<file path="config.mk">
export PLATFORM = sky130hd
export DESIGN_NAME = dlp_top
export DESIGN_NICKNAME = d
export VERILOG_FILES = /design/src/dlp_pkg.sv /design/src/dlp_top.sv /design/src/dlp_pulse_hold.sv
export SDC_FILE = /design/constraint.sdc
export NUM_CORES = 1
export LEC_CHECK = 0
export BUFFER_PORTS_ARGS = -buffer_cell sky130_fd_sc_hd__buf_4
export CAP_MARGIN = 10
export CORE_ASPECT_RATIO = 1.1
export CORE_MARGIN = 4
export CORE_UTILIZATION = 45
export CTS_CLUSTER_SIZE = 10
export DETAILED_ROUTE_END_ITERATION = 12
export PLACE_DENSITY = 0.72
export SLEW_MARGIN = 10
export SYNTH_ARGS = -nofsm -noshare
export SYNTH_HDL_FRONTEND = slang
export SYNTH_SLANG_ARGS = --single-unit
export TNS_END_PERCENT = 100
</file>
<file path="constraint.sdc">
create_clock -name clk_sys -period 6 [get_ports clk_sys]
set_clock_uncertainty 0.15 [all_clocks]
set_input_delay 0.3 -clock clk_sys [delete_from_list [all_inputs] [get_ports clk_sys]]
set_output_delay 0.3 -clock clk_sys [all_outputs]
set_load 0.01 [all_outputs]
</file>
<file path="src/dlp_pkg.sv">
// Package: register map, field layout and types of the delayed line pulse block
package dlp_pkg;

	// Register byte offsets
	localparam logic [4:0] ADDR_CTRL     = 5'h00;
	localparam logic [4:0] ADDR_STATUS   = 5'h04;
	localparam logic [4:0] ADDR_IRQ_STAT = 5'h08;
	localparam logic [4:0] ADDR_IRQ_MASK = 5'h0C;
	localparam logic [4:0] ADDR_LOCK_CFG = 5'h10;

	// CTRL field positions
	localparam int CTRL_FREEZE_SEL_POS = 0;
	localparam int CTRL_POLARITY_POS   = 1;
	localparam int CTRL_ROUTE_POS      = 2;
	localparam int CTRL_PUMP_GAIN_POS  = 4;
	localparam int CTRL_DIVIDER_POS    = 8;

	// STATUS field positions
	localparam int STAT_LOCK_LOSS_POS  = 0;
	localparam int STAT_PULSE_POS      = 1;
	localparam int STAT_FROZEN_POS     = 2;
	localparam int STAT_INTEG_POS      = 8;

	// Interrupt bit positions
	localparam int IRQ_UNLOCK_POS      = 0;
	localparam int IRQ_RELOCK_POS      = 1;
	localparam int IRQ_FREEZE_POS      = 2;
	localparam int IRQ_W               = 3;

	// LOCK_CFG field positions
	localparam int LCFG_THR_POS        = 0;
	localparam int LCFG_FALL_POS       = 8;
	localparam int LCFG_RISE_POS       = 12;

	// Reset values
	localparam logic [2:0] RST_IRQ_MASK  = 3'h0;
	localparam logic [7:0] RST_THRESHOLD = 8'h80;
	localparam logic [3:0] RST_FALL_STEP = 4'h4;
	localparam logic [3:0] RST_RISE_STEP = 4'h1;
	localparam logic [7:0] INTEG_FULL    = 8'hFF;

	// Pump gain base step, microamp per two pi radians
	localparam logic [9:0] PUMP_BASE_UA  = 10'h064;

	typedef struct packed {
		logic [1:0] post_osc_divider;
		logic [1:0] pump_gain;
		logic       counter_route_sel;
		logic       pulse_polarity_sel;
		logic       pulse_freeze_sel;
	} dlp_ctrl_s;

	localparam dlp_ctrl_s RST_CTRL = '{
		post_osc_divider:   2'h0,
		pump_gain:          2'h2,
		counter_route_sel:  1'b0,
		pulse_polarity_sel: 1'b1,
		pulse_freeze_sel:   1'b0
	};

	typedef struct packed {
		logic [3:0] rise_step;
		logic [3:0] fall_step;
		logic [7:0] threshold;
	} dlp_lock_cfg_s;

	typedef enum logic {
		DLP_BUS_IDLE,
		DLP_BUS_ACK
	} dlp_bus_e;

endpackage

</file>
<file path="src/dlp_top.sv">
// Delayed line pulse regeneration, freeze control, lock-loss and loop settings
// What this block does
// RL1 - With line pulse and inverted counter output both low the pulse goes low.
// RL2 - With line pulse high and inverted counter output low the pulse keeps its level.
// RL3 - With inverted counter output high the pulse goes high whatever the line pulse.
// RL4 - While the loop is frozen the freeze-select setting decides the pulse output.
// RL5 - In freeze without hold selected the output also follows the polarity and counter-route settings.
// RL6 - With no phase error, so the loop is locked, lock-loss stays low.
// RL7 - Lock-loss goes high once the integrated error falls below the threshold.
// RL8 - Pump gain selects 100, 200, 400 or 800 microamp per two pi radians.
// RL9 - A post-oscillator divider selects divide by 1, 2, 4 or 8.
// RL10 - Pulse storage is a JK element on the pixel clock, inverted output used.
module dlp_top (
	// Clock and reset
	input  wire logic        clk_sys,
	input  wire logic        resetn,
	// Avalon-MM slave
	input  wire logic [4:0]  avs_address,
	input  wire logic        avs_read,
	input  wire logic        avs_write,
	input  wire logic [31:0] avs_writedata,
	output logic [31:0]      avs_readdata,
	output logic             avs_waitrequest,
	// Pins, asynchronous
	input  wire logic        line_pulse_pin,
	input  wire logic        loop_freeze_pin,
	// Same-clock loop signals
	input  wire logic        counter_out_inv,
	input  wire logic        phase_err_pulse,
	// Outputs
	output logic             delayed_line_pulse,
	output logic             lock_loss,
	output logic [9:0]       pump_gain_ua,
	output logic             osc_div_tick,
	output logic             irq
);

	dlp_pkg::dlp_ctrl_s     ctrl, next_ctrl;
	dlp_pkg::dlp_lock_cfg_s lcfg, next_lcfg;
	dlp_pkg::dlp_bus_e      bus_st, next_bus_st;
	logic [31:0]            next_readdata;
	logic [2:0]             irq_status, next_irq_status;
	logic [2:0]             irq_mask, next_irq_mask;
	logic [2:0]             irq_event;

	logic [1:0] line_sync_ff;
	logic [1:0] freeze_sync_ff;
	logic       line_sync;
	logic       frozen;
	logic       frozen_d;

	logic       jk_pulse;
	logic       hold_jk;
	logic       next_pulse;
	logic [7:0] integ, next_integ;
	logic       next_lock_loss;
	logic [9:0] next_pump_gain_ua;
	logic [2:0] div_cnt, next_div_cnt;
	logic [2:0] div_last;
	logic       next_div_tick;
	logic       wr_ack;

	function automatic logic [7:0] sat_step(input logic [7:0] v,
		input logic [3:0] s, input logic up);
		logic [8:0] t;
		t = 9'h000;
		if (up) begin
			t = {1'b0, v} + {5'h00, s};
			sat_step = t[8] ? 8'hFF : t[7:0];
		end else begin
			sat_step = (v < {4'h0, s}) ? 8'h00 : v - {4'h0, s};
		end
	endfunction

	// Two-stage synchronisers for the pins
	always_ff @(posedge clk_sys) begin
		if (!resetn) begin
			line_sync_ff   <= 2'h0;
			freeze_sync_ff <= 2'h0;
			frozen_d       <= 1'b0;
		end else begin
			line_sync_ff   <= {line_sync_ff[0], line_pulse_pin};
			freeze_sync_ff <= {freeze_sync_ff[0], loop_freeze_pin};
			frozen_d       <= freeze_sync_ff[1];
		end
	end

	assign line_sync = line_sync_ff[1];
	assign frozen    = freeze_sync_ff[1];

	// Freeze with hold selected stops the element so the pulse is kept
	assign hold_jk = frozen & ctrl.pulse_freeze_sel; // RL4

	dlp_pulse_hold dlp_pulse_hold_inst (
		.clk_sys            (clk_sys),
		.resetn             (resetn),
		.line_pulse         (line_sync),
		.counter_out_inv    (counter_out_inv),
		.hold_en            (hold_jk),
		.delayed_line_pulse (jk_pulse)
	); // RL1 RL2 RL3 RL10

	// Output stage: route, polarity and freeze hold
	always_comb begin
		next_pulse = delayed_line_pulse;
		if (!hold_jk) begin // RL4
			next_pulse = (ctrl.counter_route_sel ? counter_out_inv : jk_pulse)
				^ ~ctrl.pulse_polarity_sel; // RL5
		end
	end

	// Lock-loss integrator: error pulses drain it, quiet cycles refill it
	always_comb begin
		next_integ = sat_step(integ, phase_err_pulse ? lcfg.fall_step
			: lcfg.rise_step, ~phase_err_pulse);
		next_lock_loss = integ < lcfg.threshold; // RL6 RL7
	end

	// Pump gain and post-oscillator divider
	always_comb begin
		next_pump_gain_ua = dlp_pkg::PUMP_BASE_UA << ctrl.pump_gain; // RL8
		div_last = 3'((4'h1 << ctrl.post_osc_divider) - 4'h1);
		if (div_cnt == 3'h0 || div_cnt > div_last) begin
			next_div_cnt = div_last; // RL9
		end else begin
			next_div_cnt = div_cnt - 3'h1;
		end
		next_div_tick = div_cnt == 3'h0;
	end

	always_ff @(posedge clk_sys) begin
		if (!resetn) begin
			delayed_line_pulse <= 1'b0;
			integ              <= dlp_pkg::INTEG_FULL;
			lock_loss          <= 1'b0;
			pump_gain_ua       <= 10'h000;
			div_cnt            <= 3'h0;
			osc_div_tick       <= 1'b0;
		end else begin
			delayed_line_pulse <= next_pulse;
			integ              <= next_integ;
			lock_loss          <= next_lock_loss;
			pump_gain_ua       <= next_pump_gain_ua;
			div_cnt            <= next_div_cnt;
			osc_div_tick       <= next_div_tick;
		end
	end

	// Interrupt events
	assign irq_event[dlp_pkg::IRQ_UNLOCK_POS] = next_lock_loss & ~lock_loss;
	assign irq_event[dlp_pkg::IRQ_RELOCK_POS] = ~next_lock_loss & lock_loss;
	assign irq_event[dlp_pkg::IRQ_FREEZE_POS] = frozen & ~frozen_d;

	// Bus slave: one wait cycle, then answer; writes land on the ack cycle
	assign wr_ack          = (bus_st == dlp_pkg::DLP_BUS_ACK) & avs_write;
	assign avs_waitrequest = bus_st != dlp_pkg::DLP_BUS_ACK;

	always_comb begin
		next_bus_st     = bus_st;
		next_readdata   = avs_readdata;
		next_ctrl       = ctrl;
		next_lcfg       = lcfg;
		next_irq_mask   = irq_mask;
		next_irq_status = irq_status;
		unique case (bus_st)
			dlp_pkg::DLP_BUS_IDLE: begin
				if (avs_read || avs_write) begin
					next_bus_st   = dlp_pkg::DLP_BUS_ACK;
					next_readdata = 32'h0000_0000;
					if (avs_read) begin
						unique case ({avs_address[4:2], 2'b00})
							dlp_pkg::ADDR_CTRL:
								next_readdata[9:0] = {ctrl.post_osc_divider,
									2'b00, ctrl.pump_gain, 1'b0,
									ctrl.counter_route_sel,
									ctrl.pulse_polarity_sel,
									ctrl.pulse_freeze_sel};
							dlp_pkg::ADDR_STATUS: begin
								next_readdata[dlp_pkg::STAT_LOCK_LOSS_POS] = lock_loss;
								next_readdata[dlp_pkg::STAT_PULSE_POS]     =
									delayed_line_pulse;
								next_readdata[dlp_pkg::STAT_FROZEN_POS]    = frozen;
								next_readdata[dlp_pkg::STAT_INTEG_POS +: 8] = integ;
							end
							dlp_pkg::ADDR_IRQ_STAT:
								next_readdata[2:0] = irq_status;
							dlp_pkg::ADDR_IRQ_MASK:
								next_readdata[2:0] = irq_mask;
							dlp_pkg::ADDR_LOCK_CFG:
								next_readdata[15:0] = lcfg;
							default:
								next_readdata = 32'h0000_0000;
						endcase
					end
				end
			end
			dlp_pkg::DLP_BUS_ACK: begin
				next_bus_st = dlp_pkg::DLP_BUS_IDLE;
				if (wr_ack) begin
					unique case ({avs_address[4:2], 2'b00})
						dlp_pkg::ADDR_CTRL: begin
							next_ctrl.pulse_freeze_sel   =
								avs_writedata[dlp_pkg::CTRL_FREEZE_SEL_POS];
							next_ctrl.pulse_polarity_sel =
								avs_writedata[dlp_pkg::CTRL_POLARITY_POS];
							next_ctrl.counter_route_sel  =
								avs_writedata[dlp_pkg::CTRL_ROUTE_POS];
							next_ctrl.pump_gain          =
								avs_writedata[dlp_pkg::CTRL_PUMP_GAIN_POS +: 2];
							next_ctrl.post_osc_divider   =
								avs_writedata[dlp_pkg::CTRL_DIVIDER_POS +: 2];
						end
						dlp_pkg::ADDR_IRQ_STAT:
							next_irq_status = irq_status & ~avs_writedata[2:0];
						dlp_pkg::ADDR_IRQ_MASK:
							next_irq_mask = avs_writedata[2:0];
						dlp_pkg::ADDR_LOCK_CFG:
							next_lcfg = avs_writedata[15:0];
						default: ;
					endcase
				end
			end
		endcase
		// Set after clear so a same-cycle event survives
		next_irq_status = next_irq_status | irq_event;
	end

	always_ff @(posedge clk_sys) begin
		if (!resetn) begin
			bus_st       <= dlp_pkg::DLP_BUS_IDLE;
			avs_readdata <= 32'h0000_0000;
			ctrl         <= dlp_pkg::RST_CTRL;
			lcfg         <= {dlp_pkg::RST_RISE_STEP, dlp_pkg::RST_FALL_STEP,
				dlp_pkg::RST_THRESHOLD};
			irq_mask     <= dlp_pkg::RST_IRQ_MASK;
			irq_status   <= 3'h0;
			irq          <= 1'b0;
		end else begin
			bus_st       <= next_bus_st;
			avs_readdata <= next_readdata;
			ctrl         <= next_ctrl;
			lcfg         <= next_lcfg;
			irq_mask     <= next_irq_mask;
			irq_status   <= next_irq_status;
			irq          <= |(next_irq_status & next_irq_mask);
		end
	end
endmodule // dlp_top

</file>
<file path="src/dlp_pulse_hold.sv">
// JK-style hold element that regenerates the delayed line pulse
module dlp_pulse_hold (
	// Clock and reset
	input  wire logic clk_sys,
	input  wire logic resetn,
	// Pulse inputs
	input  wire logic line_pulse,
	input  wire logic counter_out_inv,
	input  wire logic hold_en,
	// Regenerated pulse, inverted state of the element
	output logic      delayed_line_pulse
);

	logic q;
	logic next_q;
	logic j;
	logic k;

	always_comb begin
		j = ~line_pulse & ~counter_out_inv;
		k = counter_out_inv;
		next_q = q;
		if (!hold_en) begin
			unique case ({j, k})
				2'b00: next_q = q;
				2'b01: next_q = 1'b0;
				2'b10: next_q = 1'b1;
				2'b11: next_q = ~q;
			endcase
		end
	end

	always_ff @(posedge clk_sys) begin
		if (!resetn) begin
			q <= 1'b1;
		end else begin
			q <= next_q;
		end
	end

	assign delayed_line_pulse = ~q;

endmodule // dlp_pulse_hold

</file>
* Word-level counts from Yosys, hierarchy flattened
Index checks and enable logic that the tools add are counted.
** Operators by class
- Add/sub/neg operators :: 4
- Magnitude comparators :: 3
- Equal/unequal tests :: 7
- Shift-type cells :: 2
- Multiplexer cells :: 20
- Bitwise gates (word level) :: 21
- Reduce and logical (&&, ||, !) cells :: 10
** Operators by type and width (number)
- 8-bit 2-to-1 mux :: 3
- 3-bit 2-to-1 mux :: 7
- 16-bit 2-to-1 mux :: 1
- 3-bit one-hot mux with 5 select lines :: 1
- 6-bit one-hot mux with 2 select lines :: 1
- 1-bit NOT :: 10
- 5-bit one-hot mux with 2 select lines :: 1
- 7-bit by 2-bit << shifter with 10-bit output, first input constant :: 1
- 8-bit by 4-bit adder with 9-bit output :: 1
- 8-bit by 4-bit less-than comparator with 1-bit output :: 1
- 8-bit less-than comparator :: 1
- 8-bit by 4-bit subtractor with 8-bit output :: 1
- 1-bit AND :: 6
- 3-bit AND :: 2
- 3-bit by 2-bit equality test with 1-bit output, second input constant :: 2
- 3-bit zero test :: 2
- 2-bit one-hot mux with 3 select lines :: 1
- 3-bit AND reduction :: 2
- 3-bit by 1-bit subtractor with 3-bit output, second input constant :: 2
- 2-bit equality test, second input constant :: 2
- 4-bit 2-to-1 mux :: 1
- 2-bit AND reduction :: 2
- 3-bit by 1-bit equality test with 1-bit output, second input constant :: 1
- 3-bit equality test, second input constant :: 1
- other kinds (12) :: 14
** Word-level totals
- Flip-flop bits (word level) :: 93
- Input bits :: 45
- Output and inout bits :: 47

* Longest topological paths before layout
- Word-level depth :: 8
- Mapped depth :: 9
- Gate-level depth less buffers :: 9

* Hierarchy
From an unflattened synthesis, not the netlist that was laid out.
** Second synthesis, totals
- Cell total of the unflattened synthesis :: 447
- Area, all modules :: 3824.9 sq um
** Modules (own cells, without submodules)
- dlp_top :: times used 1, cells each 442, area an instance 3776.1 sq um
- dlp_pulse_hold :: times used 1, cells each 5, area an instance 48.8 sq um

* Least setup slack after synthesis
No wires, ideal clock.
- Path kind :: input to register
- Start point :: in phase_err_pulse
- End point :: reg integ[5]
- Data arrival time :: 2.201 ns
- Data required time :: 5.705 ns
- Setup slack :: 3.504 ns
- Stages on the path :: 9
- Buffers on the path :: 1
- Cell sequence :: buf_1 > mux2i_1 > inv_1 > fa_1 > nand2b_1 > a21oi_1 > o21ba_2 > nor3b_1 > o221ai_1
** On the way
- Longest elaborated chain between the ends :: 4
** Ends and longest elaborated chain
- start: declaration :: RTL line dlp_top.sv:29 : input wire logic phase_err_pulse,
- 4-bit 2-to-1 mux :: RTL line dlp_top.sv:114 : next_integ = sat_step(integ, phase_err_pulse ? lcfg.fall_step
- 8-bit by 4-bit adder with 9-bit output (tied with other cells) :: RTL line dlp_top.sv:68 : t = {1'b0, v} + {5'h00, s};
- 8-bit 2-to-1 mux, on equally long branches :: RTL line dlp_top.sv:69, dlp_top.sv:71
- 8-bit 2-to-1 mux (*) :: RTL line dlp_top.sv:67 : if (up) begin
- end signal: assignment :: RTL line dlp_top.sv:134 : integ <= dlp_pkg::INTEG_FULL;
- end signal: assignment :: RTL line dlp_top.sv:141 : integ <= next_integ;
- end: declaration :: RTL line dlp_top.sv:55 : logic [7:0] integ, next_integ;
Mark *: on every way between the ends. The rest lies on a longest branch, timed or not.
A chain may end at the register's enable or synchronous reset.

* Final worst setup path
- Start point :: reg lcfg[12] (netlist name)
- End point :: reg integ[7]
** On the way
- Longest elaborated chain between the ends :: 4
** Ends and longest elaborated chain
- start: declaration :: RTL line dlp_top.sv:39 : dlp_pkg::dlp_lock_cfg_s lcfg, next_lcfg;
- start signal: assignment :: RTL line dlp_top.sv:233 : lcfg <= {dlp_pkg::RST_RISE_STEP, dlp_pkg::RST_FALL_STEP,
- start signal: assignment :: RTL line dlp_top.sv:242 : lcfg <= next_lcfg;
- 4-bit 2-to-1 mux (*) :: RTL line dlp_top.sv:114
- 8-bit by 4-bit adder with 9-bit output (tied with other cells) :: RTL line dlp_top.sv:68
- 8-bit 2-to-1 mux, on equally long branches :: RTL line dlp_top.sv:69, dlp_top.sv:71
- 8-bit 2-to-1 mux (*) :: RTL line dlp_top.sv:67
Marked as above.

==> results.toml <==
[global_route]
grt_pass1_wl_um = 14700
antenna_found_initial = 0
grt_max_degree = 28
grt_pass1_vias = 3025
grt_use_total_pct = 18.79
grt_overflow = 0

[clock_tree]
htree_levels = 3
clkSinkCount = 75
cts.path.max_buffers = 2
insertion_delay_ns = 0.36
postCtsSetupBuffers = 0
tritoncts = "done"
cts.clk_slew.worst_paths_ns = 0.08
cts-resized-gates = 0
clockRootBuffer = "clkbuf_8"
cts_buffers = 9

[placement]
hpwl_um = 6537
place.port_buffers = 55
gp_congestion = 0.8402
pre_cts_ws_ns = 3.346

[yosys]
synth_largest_area_cell = "dfxtp_1"
yosys_warnings = 0
synthTopCellsByArea = "dfxtp_1, ha_1, nand2_1"
syn_area_per_cell_um2 = 8.802
async_flop_share_pct = 0
syn-instance-count = 426
netlist.area_leader.share_pct = 40.04
ys.flop_type = "dfxtp_1"
ys_types = 54
synth_enable_flop_cells = 0
yosysSeqAreaShare_pct = 40.04
ys_ff_latch = 75
syn_area_um2 = 3750

[floorplan]
die_y_um = 103.7
core_um2 = 7998
row_count = 34
die_w_um = 95.04
dieArea_um2 = 9859
io_pins = 92
start_util_pct = 46.89

[sta]
worst_pin_slew_ns = 0.7671
tns_ns = 0
period_minus_slack_ns = 2.546
min_period_over_period_pct = 42.43
report.final.setup_viol = 0
hold_violations = 0
rsz0062_at_grt = "false"
max_freq_mhz = 392.8
slew_viol_final = 0
slew_headroom_pct = 48.80
timing.final.ws_setup_ns = 3.454

[detailed_routing]
wl_per_cell_um = 15.46
drt_iter0_markers = 181
vias_per_cell = 5.341
routed_wl_um = 9076
first_pass_iters = 5
via_count = 3135
post-route-drc-count = 0
antenna_left = 0

[job]
maxCapViolations = 0

[critical_path]
rr_startpoint = "lcfg[12]"
cp_max_fo = 6
r2r-end = "integ[7]"
regToRegSetupSlack_ns = 3.45
cpPeakStageDelay_ns = 0.41
critPathLaunchType = "flop"
worst-setup-path-type = "flop to flop"
crit_arrival_ns = 2.61
cp_top_family = "compound AO/OA/AOI/OAI gates"
critPathRequiredTime_ns = 6.06
cpMaxStageDelayCell = "fa_1"
crit_top_cell = "nand2_1"
worstPathCellList = "mux2_2, ha_1, inv_1, fa_1, a21o_1, a21oi_1, nand2_1, nand2_1, o221ai_1"
worstRegToRegCells = 9
critPathCaptureType = "flop"
crit_buf_inv = 1

[pwr]
p_per_area_nw_per_um2 = 265.7
p_leak_nw = 1.833
vdd_drop_max_mv = 0.1441

[final_layout]
n_antenna_cell = 0
areaGrowthSynthToFinish_pct = 16.25
multi_input_area_um2 = 1973
nNetsFinal = 541
regArea_um2 = 1501
drive_above_1_share_pct = 17.12
n_fill_cell = 762

[status]
status = "complete, no violations"

[min_path]
hp-start = "avs_writedata[10]"
whs_path_depth = 3
holdPathEnd = "lcfg[10]"
hp-class = "primary input to flop"
-- where the power goes --
group	switching (mW)	internal [mW]	total [mW]	leakage, nW
Clock	0.198	0.197	0.395	0.0975
Sequential	0.0263	0.522	0.548	0.611
Combinational	0.117	0.0986	0.215	1.12
Total	0.341	0.817	1.16	1.83
-- repair_timing --
item                                    in CTS  in global routing
endpoints found under the setup margin       0                  0
hold buffers                                 2                  0
endpoints found under the hold margin        2                  0
-- registers in the layout, indices dropped and copies added, names as in the netlist --
name / cells
frozen_d: 1
delayed_line_pulse: 1
lcfg: 16
div_cnt: 3
irq: 1
integ: 8
avs_readdata: 16
irq_mask: 3
irq_status: 3
lock_loss: 1
freeze_sync_ff: 2
osc_div_tick: 1
dlp_pulse_hold_inst.q: 1
line_sync_ff: 2
pump_gain_ua: 8
bus_st: 1
ctrl: 7
-- cells in the final DEF (no fill, tap or decap), types with 3 or more instances in the layout --
| cell | n |
|---|---|
| a222oi_1 | 6 |
| xor2_1 | 3 |
| nor2b_1 | 6 |
| nand3_1 | 9 |
| a21o_1 | 5 |
| nand2b_1 | 9 |
| mux2i_1 | 18 |
| nor3_1 | 3 |
| clkbuf_8 | 9 |
| nand2_1 | 52 |
| and2_1 | 12 |
| a31oi_1 | 3 |
| o21ai_0 | 9 |
| o21ai_1 | 3 |
| xnor2_1 | 5 |
| a21oi_1 | 31 |
| ha_1 | 20 |
| a22oi_1 | 8 |
| buf_4 | 58 |
| dfxtp_1 | 75 |
| o211ai_1 | 4 |
| inv_1 | 25 |
| conb_1 | 18 |
| and3_1 | 3 |
| nor2_1 | 34 |
| o221ai_1 | 7 |
| or3_1 | 3 |
-- cell families (layout without fill, tap and decap cells) --
| kind of cell | after synthesis | in the layout | share of synthesized area [%] |
|---|---|---|---|
| AOI/OAI and AO/OA | 91 | 91 | 16.32 |
| and+or+nand+nor | 143 | 143 | 18.59 |
| muxes | 21 | 21 | 6.306 |
| DFF | 75 | 75 | 40.04 |
| buffers and inverters | 65 | 101 | 9.042 |
| xor gates and xnor gates | 8 | 8 | 1.869 |
| other | 1 | 18 | 0.1000 |
| adders and majority gates | 22 | 22 | 7.741 |
-- worst min-delay path, stage by stage --
cell and delay (ns):
buf_4 0.08, nand2_1 0.04, nand3_1 0.07
-- metrics by stage --
step / hold slack [ns] / instance area, um^2 / utilization, % / total power, mW / std cells
floorplan: 0.2619 / 3814 / - / 0.7122 / 443
finish: 0.01971 / 4359 / 54.51 / 1.158 / 587
CTS: 0.004335 / 4359 / 54.51 / 1.164 / 587
global placement: 0.2644 / 4139 / 51.75 / 0.7624 / 569
detailed placement: 0.2790 / 4139 / 51.75 / 0.7708 / 569
global route: 0.02152 / 4359 / 54.51 / 1.215 / 587
-- synthesized netlist by cell type, drive strengths merged (4+ instances only) --
| cell | number |
|---|---|
| a22oi | 8 |
| mux2i | 18 |
| nor2 | 36 |
| o221ai | 7 |
| nand2b | 9 |
| and2 | 12 |
| ha | 20 |
| o21ai | 12 |
| nand3 | 9 |
| buf | 30 |
| a222oi | 6 |
| inv | 25 |
| a21o | 5 |
| dfxtp | 75 |
| o211ai | 4 |
| a21oi | 31 |
| nor2b | 6 |
| xnor2 | 5 |
| nor3 | 4 |
| nand2 | 52 |
| clkbuf | 10 |
-- layer usage --
layer / GRT usage [%] / part of all wire, %
met4: 5.464 / 1.5
met1: 24.73 / 44
met2: 30.53 / 48
met5: 0 / 0
met3: 4.206 / 6.2
-- how the worst max path moves through the flow --
stage | startpoint | endpoint | slack [ns] | depth (start not counted)
2_1_floorplan | phase_err_pulse | integ[5] | 3.50 | 9
3_3_place_gp | phase_err_pulse | integ[3] | 3.36 | 10
3_5_place_dp | phase_err_pulse | integ[7] | 3.35 | 10
4_1_cts | lcfg[12] | integ[7] | 3.50 | 9
5_1_grt | integ[4] | irq | 3.35 | 6
6_report | lcfg[12] | integ[7] | 3.45 | 9
-- layout make-up --
type / count / share of cell area (%)
Sequential cell: 75 / 34.44
Inverter: 25 / 2.153
Multi-Input combinational cell: 303 / 45.26
Timing Repair Buffer: 60 / 10.45
Clock buffer: 10 / 2.928
Tap cell: 108 / 3.100
Clock inverter: 6 / 1.665
Note: power is estimated with default switching activity, not from simulation.
